`src/shared/cis_pkg.sv`:
```
// cis_pkg: constants and types shared by both ends of the column image serial channel.
// assumes both ends run from one 40 MHz reference clock, each in its own module.
package cis_pkg;

    // ************************************************************
    // word and column geometry
    // ************************************************************
    localparam int unsigned WORD_W        = 16;
    localparam int unsigned WORDS_PER_COL = 2;
    localparam int unsigned GRID_ROWS     = 32;
    localparam int unsigned GRID_COLS     = 19;
    localparam int unsigned FILL_CLOCKS   = 50;
    localparam int unsigned COL_CLOCKS    = GRID_ROWS + FILL_CLOCKS;

    // white (blank) level on the serial line; reset value of the line as well
    localparam logic        WHITE_BIT     = 1'b0;
    // error flag position in the encoder data-ready word
    localparam int unsigned ERR_BIT       = 15;

    // ************************************************************
    // timing
    // ************************************************************
    localparam int unsigned CLK_PERIOD_NS   = 25;
    localparam int unsigned SHIFT_PERIOD_NS = 400;
    localparam int unsigned SHIFT_DIV       = SHIFT_PERIOD_NS / CLK_PERIOD_NS;
    // phases within one vertical shift clock
    localparam logic [3:0]  ODD_END         = 4'h4;
    localparam logic [3:0]  EVEN_START      = 4'h8;
    localparam logic [3:0]  EVEN_END        = 4'hC;
    localparam logic [3:0]  SYNC_START      = 4'hC;
    localparam logic [3:0]  PHASE_LAST      = 4'(SHIFT_DIV - 1);
    localparam logic [6:0]  SHIFT_LAST      = 7'(COL_CLOCKS - 1);
    localparam logic [6:0]  ROW_LAST        = 7'(GRID_ROWS - 1);
    localparam logic [3:0]  BIT_LAST        = 4'(WORD_W - 1);
    localparam logic [5:0]  FILL_MAX        = 6'(FILL_CLOCKS);

    // channel end state
    typedef enum logic [1:0] {
        CH_WHITE = 2'b00,
        CH_SHIFT = 2'b01
    } cis_ch_state_t;

    // processor end state, gray along idle, word 1, word 2, poll
    typedef enum logic [1:0] {
        HP_IDLE  = 2'b00,
        HP_WAIT1 = 2'b01,
        HP_WAIT2 = 2'b11,
        HP_POLL  = 2'b10
    } cis_hp_state_t;

endpackage : cis_pkg

```
`src/shared/cis_link_if.sv`:
```
// cis_link_if: wires between the channel end and the processor/reader end.
// assumes the bench instances it and hands one modport to each end.
`timescale 1ns/1ps
`default_nettype none

interface cis_link_if;
    logic [15:0] out_word;
    logic        out_req;
    logic        resume_ready;
    logic        column_sync;
    logic        odd_clk;
    logic        even_clk;
    logic        serial_data;

    modport chan (
        input  out_word,
        input  out_req,
        input  column_sync,
        input  odd_clk,
        input  even_clk,
        output resume_ready,
        output serial_data
    );

    modport host (
        output out_word,
        output out_req,
        output column_sync,
        output odd_clk,
        output even_clk,
        input  resume_ready,
        input  serial_data
    );
endinterface : cis_link_if

`default_nettype wire

```
`src/core/cis_host.sv`:
```
// cis_host: processor and reader end; issues column words, makes the shift
// clocks and column sync, gathers serial bits, polls the encoder.
// assumes data_ready_i/encoder_word_i come from outside and the word holds while ready.
`timescale 1ns/1ps
`default_nettype none

module cis_host
    import cis_pkg::*;
(
    // clock and reset
    input  wire logic        ref_clk_i,
    input  wire logic        rst_n_i,
    input  wire logic        ce_i,
    // link toward the channel
    cis_link_if.host         link,
    // column images in
    input  wire logic [31:0] col_data_i,
    input  wire logic        col_valid_i,
    output logic             col_ready_o,
    // character encoder
    input  wire logic        data_ready_i,
    input  wire logic [15:0] encoder_word_i,
    output logic [15:0]      code_o,
    output logic             code_valid_o,
    output logic             code_err_o,
    // reader load register view
    output logic [31:0]      load_col_o,
    output logic             load_col_valid_o
);

    // ************************************************************
    // state
    // ************************************************************
    typedef struct packed {
        cis_hp_state_t state;
        logic [15:0]   word_hold;
        logic [15:0]   out_word;
        logic          out_req;
        logic          rr_s1;
        logic          rr_s2;
        logic          rr_low_seen;
        logic          dr_s1;
        logic          dr_s2;
        logic [15:0]   enc_s1;
        logic [15:0]   enc_s2;
        logic          sd_s1;
        logic          sd_s2;
        logic [3:0]    phase;
        logic [6:0]    shift_idx;
        logic          odd;
        logic          even;
        logic          csync;
        logic [31:0]   load_reg;
        logic [31:0]   load_col;
        logic          load_col_valid;
        logic [15:0]   code;
        logic          code_valid;
        logic          code_err;
    } cis_hp_regs_t;

    cis_hp_regs_t hp_reg;
    cis_hp_regs_t hp_next;

    always_comb begin
        hp_next = hp_reg;
        hp_next.rr_s1 = link.resume_ready;
        hp_next.rr_s2 = hp_reg.rr_s1;
        hp_next.dr_s1 = data_ready_i;
        hp_next.dr_s2 = hp_reg.dr_s1;
        // encoder word crosses with the ready level, same depth so both settle together
        hp_next.enc_s1 = encoder_word_i;
        hp_next.enc_s2 = hp_reg.enc_s1;
        hp_next.sd_s1 = link.serial_data;
        hp_next.sd_s2 = hp_reg.sd_s1;
        hp_next.load_col_valid = 1'b0;
        hp_next.code_valid     = 1'b0;
        hp_next.code_err       = 1'b0;

        // ************************************************************
        // shift clock divider and column sync
        // ************************************************************
        hp_next.phase = hp_reg.phase + 4'h1;
        if (hp_reg.phase == PHASE_LAST) begin
            hp_next.shift_idx = (hp_reg.shift_idx == SHIFT_LAST) ? 7'h00 : hp_reg.shift_idx + 7'h01;
        end
        hp_next.odd   = (hp_next.phase < ODD_END);
        hp_next.even  = (hp_next.phase >= EVEN_START) && (hp_next.phase < EVEN_END);
        hp_next.csync = (hp_next.shift_idx == SHIFT_LAST) && (hp_next.phase >= SYNC_START);

        if (hp_reg.phase == EVEN_START - 4'h1) begin
            hp_next.load_reg = {hp_reg.load_reg[30:0], hp_reg.sd_s2};
        end
        // column complete, row 1 on top
        if ((hp_reg.phase == EVEN_START) && (hp_reg.shift_idx == ROW_LAST)) begin
            hp_next.load_col       = hp_reg.load_reg;
            hp_next.load_col_valid = 1'b1;
        end

        // ************************************************************
        // processor output sequence
        // ************************************************************
        if (!hp_reg.rr_s2) begin
            hp_next.rr_low_seen = 1'b1;
        end
        unique case (hp_reg.state)
            HP_IDLE: begin
                if (col_valid_i) begin
                    hp_next.out_word    = col_data_i[31:16];
                    hp_next.word_hold   = col_data_i[15:0];
                    hp_next.out_req     = ~hp_reg.out_req;
                    hp_next.rr_low_seen = 1'b0;
                    hp_next.state       = HP_WAIT1;
                end
            end
            HP_WAIT1: begin
                if (hp_reg.rr_low_seen && hp_reg.rr_s2) begin
                    hp_next.out_word    = hp_reg.word_hold;
                    hp_next.out_req     = ~hp_reg.out_req;
                    hp_next.rr_low_seen = 1'b0;
                    hp_next.state       = HP_WAIT2;
                end
            end
            HP_WAIT2: begin
                if (hp_reg.rr_low_seen && hp_reg.rr_s2) begin
                    hp_next.state = HP_POLL;
                end
            end
            HP_POLL: begin
                if (hp_reg.dr_s2) begin
                    hp_next.code = hp_reg.enc_s2;
                    hp_next.code_valid = ~hp_reg.enc_s2[ERR_BIT];
                    hp_next.code_err   = hp_reg.enc_s2[ERR_BIT];
                end
                hp_next.state = HP_IDLE;
            end
        endcase
    end

    always_ff @(posedge ref_clk_i) begin
        if (!rst_n_i) begin
            hp_reg           <= '0;
            hp_reg.state     <= HP_IDLE;
            // park one clock before phase 0, shift 0 so the first odd pulse has full width
            hp_reg.phase     <= PHASE_LAST;
            hp_reg.shift_idx <= SHIFT_LAST;
        end else if (ce_i) begin
            hp_reg <= hp_next;
        end
    end

    assign col_ready_o      = (hp_reg.state == HP_IDLE);
    assign link.out_word    = hp_reg.out_word;
    assign link.out_req     = hp_reg.out_req;
    assign link.odd_clk     = hp_reg.odd;
    assign link.even_clk    = hp_reg.even;
    assign link.column_sync = hp_reg.csync;
    assign code_o           = hp_reg.code;
    assign code_valid_o     = hp_reg.code_valid;
    assign code_err_o       = hp_reg.code_err;
    assign load_col_o       = hp_reg.load_col;
    assign load_col_valid_o = hp_reg.load_col_valid;

endmodule : cis_host

`default_nettype wire

```
`src/flat_wrapper.sv`:
```
// flat-port wrapper written by rule: the top's interface ports become plain ports
module cis_host_flat import cis_pkg::*;
  (ref_clk_i, rst_n_i, ce_i, col_data_i, col_valid_i, col_ready_o, data_ready_i, encoder_word_i, code_o, code_valid_o, code_err_o, load_col_o, load_col_valid_o, link_out_word, link_out_req, link_column_sync, link_odd_clk, link_even_clk, link_resume_ready, link_serial_data);
  cis_link_if link_i ();
  input  wire logic ref_clk_i;
  input  wire logic rst_n_i;
  input  wire logic ce_i;
  input  wire logic [31:0] col_data_i;
  input  wire logic col_valid_i;
  output logic col_ready_o;
  input  wire logic data_ready_i;
  input  wire logic [15:0] encoder_word_i;
  output logic [15:0] code_o;
  output logic code_valid_o;
  output logic code_err_o;
  output logic [31:0] load_col_o;
  output logic load_col_valid_o;
  output wire logic [$bits(link_i.out_word)-1:0] link_out_word;
  output wire logic [$bits(link_i.out_req)-1:0] link_out_req;
  output wire logic [$bits(link_i.column_sync)-1:0] link_column_sync;
  output wire logic [$bits(link_i.odd_clk)-1:0] link_odd_clk;
  output wire logic [$bits(link_i.even_clk)-1:0] link_even_clk;
  input wire logic [$bits(link_i.resume_ready)-1:0] link_resume_ready;
  input wire logic [$bits(link_i.serial_data)-1:0] link_serial_data;
  assign link_out_word = link_i.out_word;
  assign link_out_req = link_i.out_req;
  assign link_column_sync = link_i.column_sync;
  assign link_odd_clk = link_i.odd_clk;
  assign link_even_clk = link_i.even_clk;
  assign link_i.resume_ready = link_resume_ready;
  assign link_i.serial_data = link_serial_data;
  cis_host u_core (.ref_clk_i(ref_clk_i), .rst_n_i(rst_n_i), .ce_i(ce_i), .link(link_i), .col_data_i(col_data_i), .col_valid_i(col_valid_i), .col_ready_o(col_ready_o), .data_ready_i(data_ready_i), .encoder_word_i(encoder_word_i), .code_o(code_o), .code_valid_o(code_valid_o), .code_err_o(code_err_o), .load_col_o(load_col_o), .load_col_valid_o(load_col_valid_o));
endmodule
```
`config.mk`:
```
export PLATFORM = sky130hd
export DESIGN_NAME = cis_host_flat
export DESIGN_NICKNAME = d
export VERILOG_FILES = /design/src/shared/cis_pkg.sv /design/src/shared/cis_link_if.sv /design/src/core/cis_host.sv /design/src/flat_wrapper.sv
export SDC_FILE = /design/constraint.sdc
export NUM_CORES = 1
export LEC_CHECK = 0
export ABC_AREA = 1
export BUFFER_PORTS_ARGS = -buffer_cell sky130_fd_sc_hd__buf_2
export CORE_MARGIN = 4
export CORE_UTILIZATION = 45
export DETAILED_ROUTE_END_ITERATION = 8
export PLACE_DENSITY_LB_ADDON = 0.1
export SLEW_MARGIN = 30
export SYNTH_ARGS = -nofsm -noshare
export SYNTH_HDL_FRONTEND = slang
export SYNTH_SLANG_ARGS = --single-unit
```
`constraint.sdc`:
```
create_clock -name ref_clk_i -period 2.3 [get_ports ref_clk_i]
set_input_delay 0.575 -clock ref_clk_i [delete_from_list [all_inputs] [get_ports ref_clk_i]]
set_output_delay 0.575 -clock ref_clk_i [all_outputs]
set_load 0.01 [all_outputs]
```
==> flow_metrics.py, run 1 <==
metrics = {
    "drt": {
        "drt_iter0_markers": 403,
        "wl_met3_microns": 698,
        "wl_per_cell_microns": 12.28,
        "routed_wl_microns": 14670,
        "drc": 0,
        "drt_first_pass_iters": 5,
        "met2WireLength_microns": 6187,
        "num_vias": 5583,
        "drt-met1-wl_microns": 7524,
        "ant_nets": 0,
        "post_drt_via_cell_ratio": 4.676,
        "highest_layer": "met4",
    },
    "clock_tree": {
        "cts_setup_buffers": 0,
        "cts_max_level": 4,
        "cts.repair.resized": 0,
        "cts_buffer_depth": 2,
        "cts_tree": "built",
        "clk_latency_ns": 0.42,
        "clk_pin_slew_worst_paths_ns": 0.06,
        "cts_root_buf": "clkbuf_16",
        "cts_sinks": 171,
        "cts_made_buffers": 17,
        "hold_buffers": 0,
    },
    "die": {
        "die_h_microns": 132.8,
        "die_x_microns": 132.8,
        "start_util_pct": 45.96,
        "row_count": 45,
        "die_area_sq_mm": 0.01765,
        "ios": 127,
        "coreArea_sq_mm": 0.01526,
    },
    "finish": {
        "num-nets-final": 1029,
        "largest_register_ffs": 81,
        "fill_cells": 1525,
        "final_area_sq_mm": 0.007846,
        "drive_above_1_share_pct": 18.51,
        "area.growth.synth_to_final_pct": 11.88,
        "antenna_cells": 0,
    },
    "global_route": {
        "grt_pass1_wl_microns": 24740,
        "grt_max_degree": 99,
        "track_usage_pct": 16.97,
        "overflow": 0,
        "grt_pass1_vias": 4975,
        "antenna_found_initial": 0,
    },
    "placement": {
        "place.gp.congestion": 0.7967,
        "dpl_cell_area_sq_mm": 0.007278,
        "io_buffers": 126,
        "hpwl_microns": 9414,
    },
    "power": {
        "p_int_uw": 4889,
        "p_clk_share_pct": 41.8,
        "p_switching_uw": 1636,
        "switching_share_pct": 25.08,
        "peakVddDrop_v": 0.0005869,
        "pwr-share-seq_pct": 49.0,
        "leakagePower_uw": 0.003602,
        "p_comb_share_pct": 9.2,
        "power_density_mw_per_mm2": 831.7,
    },
    "critical_path": {
        "critical_path.top_delay_family": "simple AND/OR/NAND/NOR gates",
        "end_kind": "flip-flop",
        "critPathArrivalTime_ns": 2.11,
        "max_stage_delay_ns": 0.39,
        "critical_path_buf_inv_count": 1,
        "cp.required_ns": 2.60,
        "slowest_stage": "dfxtp_1",
        "path_cells": "ha_1 -> nand3_1 -> nor4_1 -> nand2_2 -> buf_4 -> o21ai_0 -> a21oi_1",
        "worstSetupPathType": "reg2reg",
        "path_max_fanout": 40,
        "setup.worst_path.start_class": "flip-flop",
    },
    "yosys": {
        "synth-seq-cells": 171,
        "yosysMostFrequentCell": "nor2_1",
        "synthTopCellsByArea": "dfxtp_1 49%, nor2_1 14%, o21ai_0 9.1%",
        "syn-num-nets": 991,
        "avgSynthCellArea_sq_um": 7.525,
        "ys_seq_area_share_pct": 48.81,
        "yosys_most_used_dff": "dfxtp_1",
        "syn_area_sq_mm": 0.007013,
        "yosys_warnings": 0,
        "async_reset_ff_share_pct": 0,
        "synth-edff-count": 0,
        "yosys.area.top_type": "dfxtp_1",
        "ys_top_cells_by_count": "254 x nor2_1, 171 x dfxtp_1, 127 x o21ai_0, 80 x a21oi_1, 66 x buf_4",
        "yosysTopAreaCellShare_pct": 48.81,
        "synth.distinct_cells": 30,
        "synthCells": 932,
    },
    "run": {
        "cap_violations": 0,
    },
    "sta": {
        "min_period_ns": 1.812,
        "clock_skew_ns": 0.009566,
        "slew_viol_final": 0,
        "tns_ns": 0,
        "period_share_pct": 78.77,
        "hold_violations": 0,
        "rsz0062_at_grt": "no",
        "slew_headroom_pct": 60.99,
        "tightestPinTransition_ns": 0.5845,
        "fmax_ghz": 0.5520,
        "setup_viol": 0,
    },
    "run_status": {
        "status": "finished, final reports clean",
    },
    "min_path": {
        "min_path_type": "in2reg",
    },
}
## tightest hold or removal path, delay by kind of cell
family                 cells  cell delay [ns]
AND/OR/NAND/NOR            2             0.11
buffers and inverters      1             0.07
## per-stage QoR
stage	worst slack [ns]	hold slack, ns	util (%)	cells	total power (uW)
floorplan	0.6594	0.4241	-	932	3706
global placement	0.2427	0.4302	47.70	1162	3866
detailed placement	0.3126	0.4338	47.70	1162	3867
CTS	0.4718	0.3516	51.42	1194	6623
global route	0.1993	0.3638	51.42	1194	6861
finish	0.4884	0.3753	51.42	1194	6526
## area by class of cell
| class | count | area [sq um] | share of cell area (%) |
|---|---|---|---|
| Timing Repair Buffer | 139 | 743.2 | 9.472 |
| Clock buffer | 19 | 452.9 | 5.773 |
| Multi-Input combinational cell | 584 | 2634 | 33.57 |
| Clock inverter | 13 | 115.1 | 1.467 |
| Sequential cell | 171 | 3423 | 43.63 |
| Inverter | 57 | 214.0 | 2.727 |
| Tap cell | 211 | 264.0 | 3.365 |
## kinds of logic after synthesis
logic type | count (synthesis) | share of synthesized area (%)
AO/OA/AOI/OAI | 245 | 17.75
XOR/XNOR | 2 | 0.2498
adder cells (fa/ha/maj) | 4 | 0.7137
buffers and inverters | 177 | 13.76
flip-flops | 171 | 48.81
AND/OR/NAND/NOR | 333 | 18.72
## routing by layer
layer / track usage, % / vias up
met4: 5.889 / 0
met3: 4.943 / 16
met2: 24.44 / 110
met5: 0 / -
li1: - / 3019
met1: 24.23 / 2438
## final timing paths
| check | start | end | slack (ns) | cells after the start |
|---|---|---|---|---|
| setup / recovery | u_core.hp_reg[87] | u_core.load_col_o[30] | 0.49 | 7 |
| hold / removal | encoder_word_i[15] | u_core.hp_next[114] | 0.38 | 3 |
| setup reg to reg | u_core.hp_reg[87] | u_core.load_col_o[30] | 0.49 | 7 |
| hold reg to reg | u_core.load_col_o[20] | u_core.load_col_o[20] | 0.44 | 2 |
## placed cells by master (no fill, tap or decap), types with 2 or more instances in the layout
cell / n
a21oi_1: 80
buf_2: 125
buf_4: 13
clkbuf_16: 17
clkbuf_8: 2
clkinv_2: 5
clkinv_4: 3
dfxtp_1: 171
ha_1: 4
inv_1: 51
inv_2: 6
inv_6: 3
nand2_1: 52
nand2_2: 2
nand3_1: 14
nand4_1: 3
nor2_1: 254
nor3_1: 3
nor3_4: 2
o211ai_1: 2
o21ai_0: 127
o21ai_1: 32
## power by group through the flow
stage	sequential, uW	combinational, uW	clock [uW]
after floorplan	3240	466	0
after global placement	3260	604	0
after detailed placement	3260	605	0
after CTS	3200	609	2820
after global routing	3220	706	2940
final	3200	601	2730
Power figures use the tool's default switching activity.
==> run 2: changes to the inputs <==
- clock period: 2.3 -> 1.8 ns (I/O delays scaled with it)
==> flow_metrics.py, run 2 (synthesis gave the netlist of run 1 again) <==
metrics = {
    "drt": {
        "drt_iter0_markers": 370,
        "routed_wl_microns": 14630,
        "drc": 0,
        "num_vias": 5642,
        "wl_per_cell_microns": 12.11,
        "drt_first_pass_iters": 4,
        "post_drt_via_cell_ratio": 4.671,
        "ant_nets": 0,
    },
    "sta": {
        "slew_viol_final": 0,
        "setup_viol": 0,
        "rsz0062_at_grt": "no",
        "min_period_ns": 1.693,
        "fmax_ghz": 0.5908,
        "setup_ws_ns": 0.1074,
        "tns_ns": 0,
        "hold_violations": 0,
        "period_share_pct": 94.03,
        "clock_skew_ns": 0.01165,
        "tightestPinTransition_ns": 0.5884,
        "slew_headroom_pct": 60.73,
    },
    "die": {
        "die_area_sq_mm": 0.01765,
        "coreArea_sq_mm": 0.01526,
        "die_h_microns": 132.8,
        "die_x_microns": 132.8,
        "row_count": 45,
        "ios": 127,
        "start_util_pct": 45.96,
    },
    "min_path": {
        "hp-start": "encoder_word_i[0]",
        "min_path_type": "in2reg",
    },
    "clock_tree": {
        "cts_sinks": 171,
        "cts_made_buffers": 17,
        "cts_root_buf": "clkbuf_16",
        "cts_tree": "built",
        "cts_buffer_depth": 2,
        "clk_latency_ns": 0.42,
        "clk_pin_slew_worst_paths_ns": 0.06,
        "cts_max_level": 4,
    },
    "placement": {
        "hpwl_microns": 9709,
        "io_buffers": 126,
        "dp_cells": 1176,
        "place.gp.congestion": 0.8470,
        "pre_cts_ws_ns": 0.02219,
    },
    "finish": {
        "area.growth.synth_to_final_pct": 14.49,
        "fin_cells": 1208,
        "final_common_cell": "nor2_1",
        "drive_above_1_share_pct": 19.96,
        "final_cell_mix": "254 x nor2_1, 168 x dfxtp_1, 127 x o21ai_0",
        "antenna_cells": 0,
        "largest_register_ffs": 81,
        "num-nets-final": 1044,
    },
    "global_route": {
        "overflow": 0,
        "grt_pass1_wl_microns": 24630,
        "grt_max_degree": 75,
        "antenna_found_initial": 0,
        "grt_pass1_vias": 4961,
        "track_usage_pct": 16.75,
    },
    "critical_path": {
        "cp-startpoint": "u_core.hp_reg[86]",
        "critical_path.top_delay_family": "simple AND/OR/NAND/NOR gates",
        "worstSetupPathType": "reg2reg",
        "r2r_start": "u_core.hp_reg[86]",
        "critical_path_buf_inv_count": 1,
        "max_stage_delay_ns": 0.39,
        "path_cells": "ha_1 -> nand3_1 -> nor4_2 -> nand2_2 -> buf_12 -> o21ai_1 -> a21oi_1",
        "critPathArrivalTime_ns": 1.99,
        "end_kind": "flip-flop",
        "path_max_fanout": 65,
        "cp.required_ns": 2.09,
        "setup.worst_path.start_class": "flip-flop",
        "slowest_stage": "dfxtp_1",
    },
    "power": {
        "peakVddDrop_v": 0.0006422,
        "p_total_uw": 8592,
        "leakagePower_uw": 0.003694,
        "power_density_mw_per_mm2": 1070,
    },
    "run_status": {
        "status": "finished, final reports clean",
    },
    "run": {
        "cap_violations": 0,
    },
}
run 2: layout make-up:
class,instances,area [sq um]
clock inverter,10,138.9
inverter,57,214.0
timing repair buffer,154,868.3
fill,1600,7229
multi-input combinational,584,2656
sequential,171,3427
tap,211,264.0
clock buffer,21,460.4
run 2: worst min-delay path, stage by stage:
cell	delay [ns]
buf_2	0.07
nor2_1	0.03
nor2_1	0.08
run 2: per-stage QoR:
step	hold WS, ns	cell area [sq um]	utilization, %
after floorplan	0.4241	7013	-
after global placement	0.4300	7396	48.47
after detailed placement	0.4317	7396	48.47
after CTS	0.2305	7995	52.40
after global routing	0.2429	8029	52.62
final	0.2505	8029	52.62
run 2: repair_timing:
action,4_1_cts,5_1_grt
hold buffers,0,0
setup buffers,0,1
setup endpoints to repair,0,51
resized for setup,0,7
run 2: metal layers:
| metal | GRT usage, % | share of wire, % | vias up |
|---|---|---|---|
| met1 | 24.74 | 53 | 2488 |
| li1 | - | - | 3038 |
| met3 | 4.030 | 3.7 | 16 |
| met2 | 23.79 | 42 | 100 |
| met5 | 0 | 0 | - |
| met4 | 5.774 | 1.7 | 0 |
run 2: where the power goes:
| part | total, uW | switching, uW | internal [uW] |
|---|---|---|---|
| Sequential | 4090 | 114 | 3970 |
| Clock | 3700 | 1450 | 2250 |
| Combinational | 805 | 484 | 321 |
run 2: worst paths after layout:
check	to	slack, ns	depth (start not counted)
worst min register to register	u_core.load_col_o[6]	0.44	2
worst min-delay path	u_core.hp_next[99]	0.25	3
worst max register to register	u_core.load_col_o[18]	0.11	7
worst max-delay path	u_core.load_col_o[18]	0.11	7
==> run 3: changes to the inputs <==
==> constraint.sdc (replaced) <==
create_clock -name ref_clk_i -period 1.8 [get_ports ref_clk_i]
set_input_delay 0.09 -clock ref_clk_i [delete_from_list [all_inputs] [get_ports ref_clk_i]]
set_output_delay 0.09 -clock ref_clk_i [all_outputs]
set_load 0.01 [all_outputs]
==> flow_metrics.py, run 3 (synthesis gave the netlist of run 1 again) <==
metrics = {
    "run_status": {
        "status": "finished, final reports clean",
    },
    "power": {
        "peakVddDrop_v": 0.0005889,
        "switching_share_pct": 26.08,
        "p_comb_share_pct": 10.3,
        "leakagePower_uw": 0.003819,
        "pwr-share-seq_pct": 48.1,
        "p_clk_share_pct": 41.6,
        "p_switching_uw": 2216,
        "p_int_uw": 6279,
        "power_density_mw_per_mm2": 1019,
    },
    "critical_path": {
        "r2r_slack_ns": 0.09,
        "critical_path_buf_inv_count": 3,
        "end_kind": "flip-flop",
        "setup.worst_path.start_class": "flip-flop",
        "slowest_stage": "dfxtp_1",
        "path_cells": "inv_2 -> nor2_1 -> inv_1 -> nor4_2 -> nand2_2 -> buf_12 -> o21ai_0 -> a21oi_1",
        "cp.required_ns": 2.10,
        "critPathArrivalTime_ns": 2.02,
        "max_stage_delay_ns": 0.39,
        "path_max_fanout": 65,
        "worstSetupPathType": "reg2reg",
        "critical_path.top_delay_family": "simple AND/OR/NAND/NOR gates",
    },
    "die": {
        "die_h_microns": 132.8,
        "coreArea_sq_mm": 0.01526,
        "start_util_pct": 45.96,
        "ios": 127,
        "die_x_microns": 132.8,
        "row_count": 45,
        "die_area_sq_mm": 0.01765,
    },
    "finish": {
        "area.growth.synth_to_final_pct": 18.91,
        "largest_register_ffs": 81,
        "num-nets-final": 1076,
        "final_cell_mix": "254 x nor2_1, 170 x dfxtp_1, 126 x o21ai_0",
        "final_common_cell": "nor2_1",
        "drive_above_1_share_pct": 19.13,
    },
    "sta": {
        "tightestPinTransition_ns": 0.6245,
        "fmax_ghz": 0.5844,
        "slew_headroom_pct": 58.32,
        "slew_viol_final": 0,
        "clock_skew_ns": 0.007553,
        "setup_viol": 0,
        "holdWs_ns": 0.02047,
        "setup_ws_ns": 0.08875,
        "hold_violations": 0,
        "min_period_ns": 1.711,
        "tns_ns": 0,
        "period_share_pct": 95.07,
    },
    "placement": {
        "place.gp.congestion": 0.8056,
        "hpwl_microns": 9731,
        "pre_cts_ws_ns": 0.1047,
        "io_buffers": 126,
    },
    "global_route": {
        "overflow": 0,
        "antenna_found_initial": 1,
        "use_met1_pct": 25.25,
        "grt_max_degree": 79,
        "track_usage_pct": 17.69,
        "grt_pass1_wl_microns": 25900,
        "met2_usage_pct": 25.25,
        "met3_usage_pct": 4.601,
        "top_usage_layer": "met2",
        "grt_pass1_vias": 5315,
    },
    "min_path": {
        "min_path_type": "in2reg",
    },
    "drt": {
        "post_drt_via_cell_ratio": 4.713,
        "drt_iter0_markers": 360,
        "ant_nets": 0,
        "routed_wl_microns": 15390,
        "num_vias": 5853,
        "wl_per_cell_microns": 12.39,
        "drt_first_pass_iters": 5,
        "drc": 0,
    },
    "clock_tree": {
        "cts_root_buf": "clkbuf_16",
        "cts_buffer_depth": 2,
        "clk_pin_slew_worst_paths_ns": 0.07,
        "cts_tree": "built",
        "clk_latency_ns": 0.42,
        "cts_sinks": 171,
        "cts_max_level": 4,
        "cts_made_buffers": 17,
    },
    "run": {
        "cap_violations": 0,
    },
}
run 3: changes by cell type in the layout (fill, tap and decap cells not counted), moves of 2 or more:
cell | previous run | this run
dfxtp_2 | 3 | 1
clkbuf_1 | 2 | 0
buf_12 | 2 | 4
dlygate4sd3_1 | 0 | 35
inv_8 | 0 | 2
inv_6 | 2 | 4
buf_4 | 27 | 22
o21ai_1 | 31 | 33
bufinv_16 | 3 | 1
dfxtp_1 | 168 | 170
clkbuf_8 | 2 | 0
run 3: worst paths after layout:
check,endpoint,start,cells past startpoint
max,u_core.load_col_o[0],u_core.hp_reg[90],8
min,u_core.hp_reg[94],ce_i,2
max reg2reg,u_core.load_col_o[0],u_core.hp_reg[90],8
min reg2reg,u_core.load_col_o[25],u_core.load_col_o[25],2
run 3: worst reg2reg max path, stage by stage, from the launching register on:
cell and delay [ns]:
dfxtp_1 0.39, inv_2 0.06, nor2_1 0.19, inv_1 0.09
nor4_2 0.28, nand2_2 0.12, buf_12 0.21, o21ai_0 0.20
a21oi_1 0.06
run 3: layer usage:
layer | routed length [microns] | vias up
met2 | 6581 | 126
li1 | - | 3117
met5 | 0 | -
met4 | 382 | 0
met3 | 701 | 29
met1 | 7727 | 2581
run 3: repair_timing:
action | in CTS | in global routing
gates resized for setup | 0 | 5
endpoints found under the setup margin | 0 | 34
setup buffers | 0 | 3
hold buffers | 35 | 0
endpoints found under the hold margin | 35 | 0
run 3: layout make-up:
cell class	instances	area [sq um]
Antenna cell	1	2.502
Clock buffer	17	425.4
Clock inverter	15	140.1
Fill cell	1539	6919
Inverter	57	214.0
Multi-Input combinational cell	584	2648
Sequential cell	171	3425
Tap cell	211	264.0
Timing Repair Buffer	186	1221
run 3: per-stage QoR:
step / instance area (sq um) / std cells / utilization, % / total power, uW
6_report: 8339 / 1242 / 54.65 / 8494
3_3_place_gp: 7383 / 1171 / 48.39 / 4960
5_1_grt: 8339 / 1242 / 54.65 / 8909
4_1_cts: 8299 / 1238 / 54.39 / 8558
3_5_place_dp: 7383 / 1171 / 48.39 / 4965
2_1_floorplan: 7013 / 932 / - / 4735
run 3: power groups by stage:
stage | Sequential, uW | Clock [uW] | Combinational [uW]
after floorplan | 4140 | 0 | 596
after global placement | 4160 | 0 | 798
after detailed placement | 4160 | 0 | 801
after CTS | 4080 | 3610 | 864
after global routing | 4110 | 3800 | 1010
final | 4080 | 3530 | 877
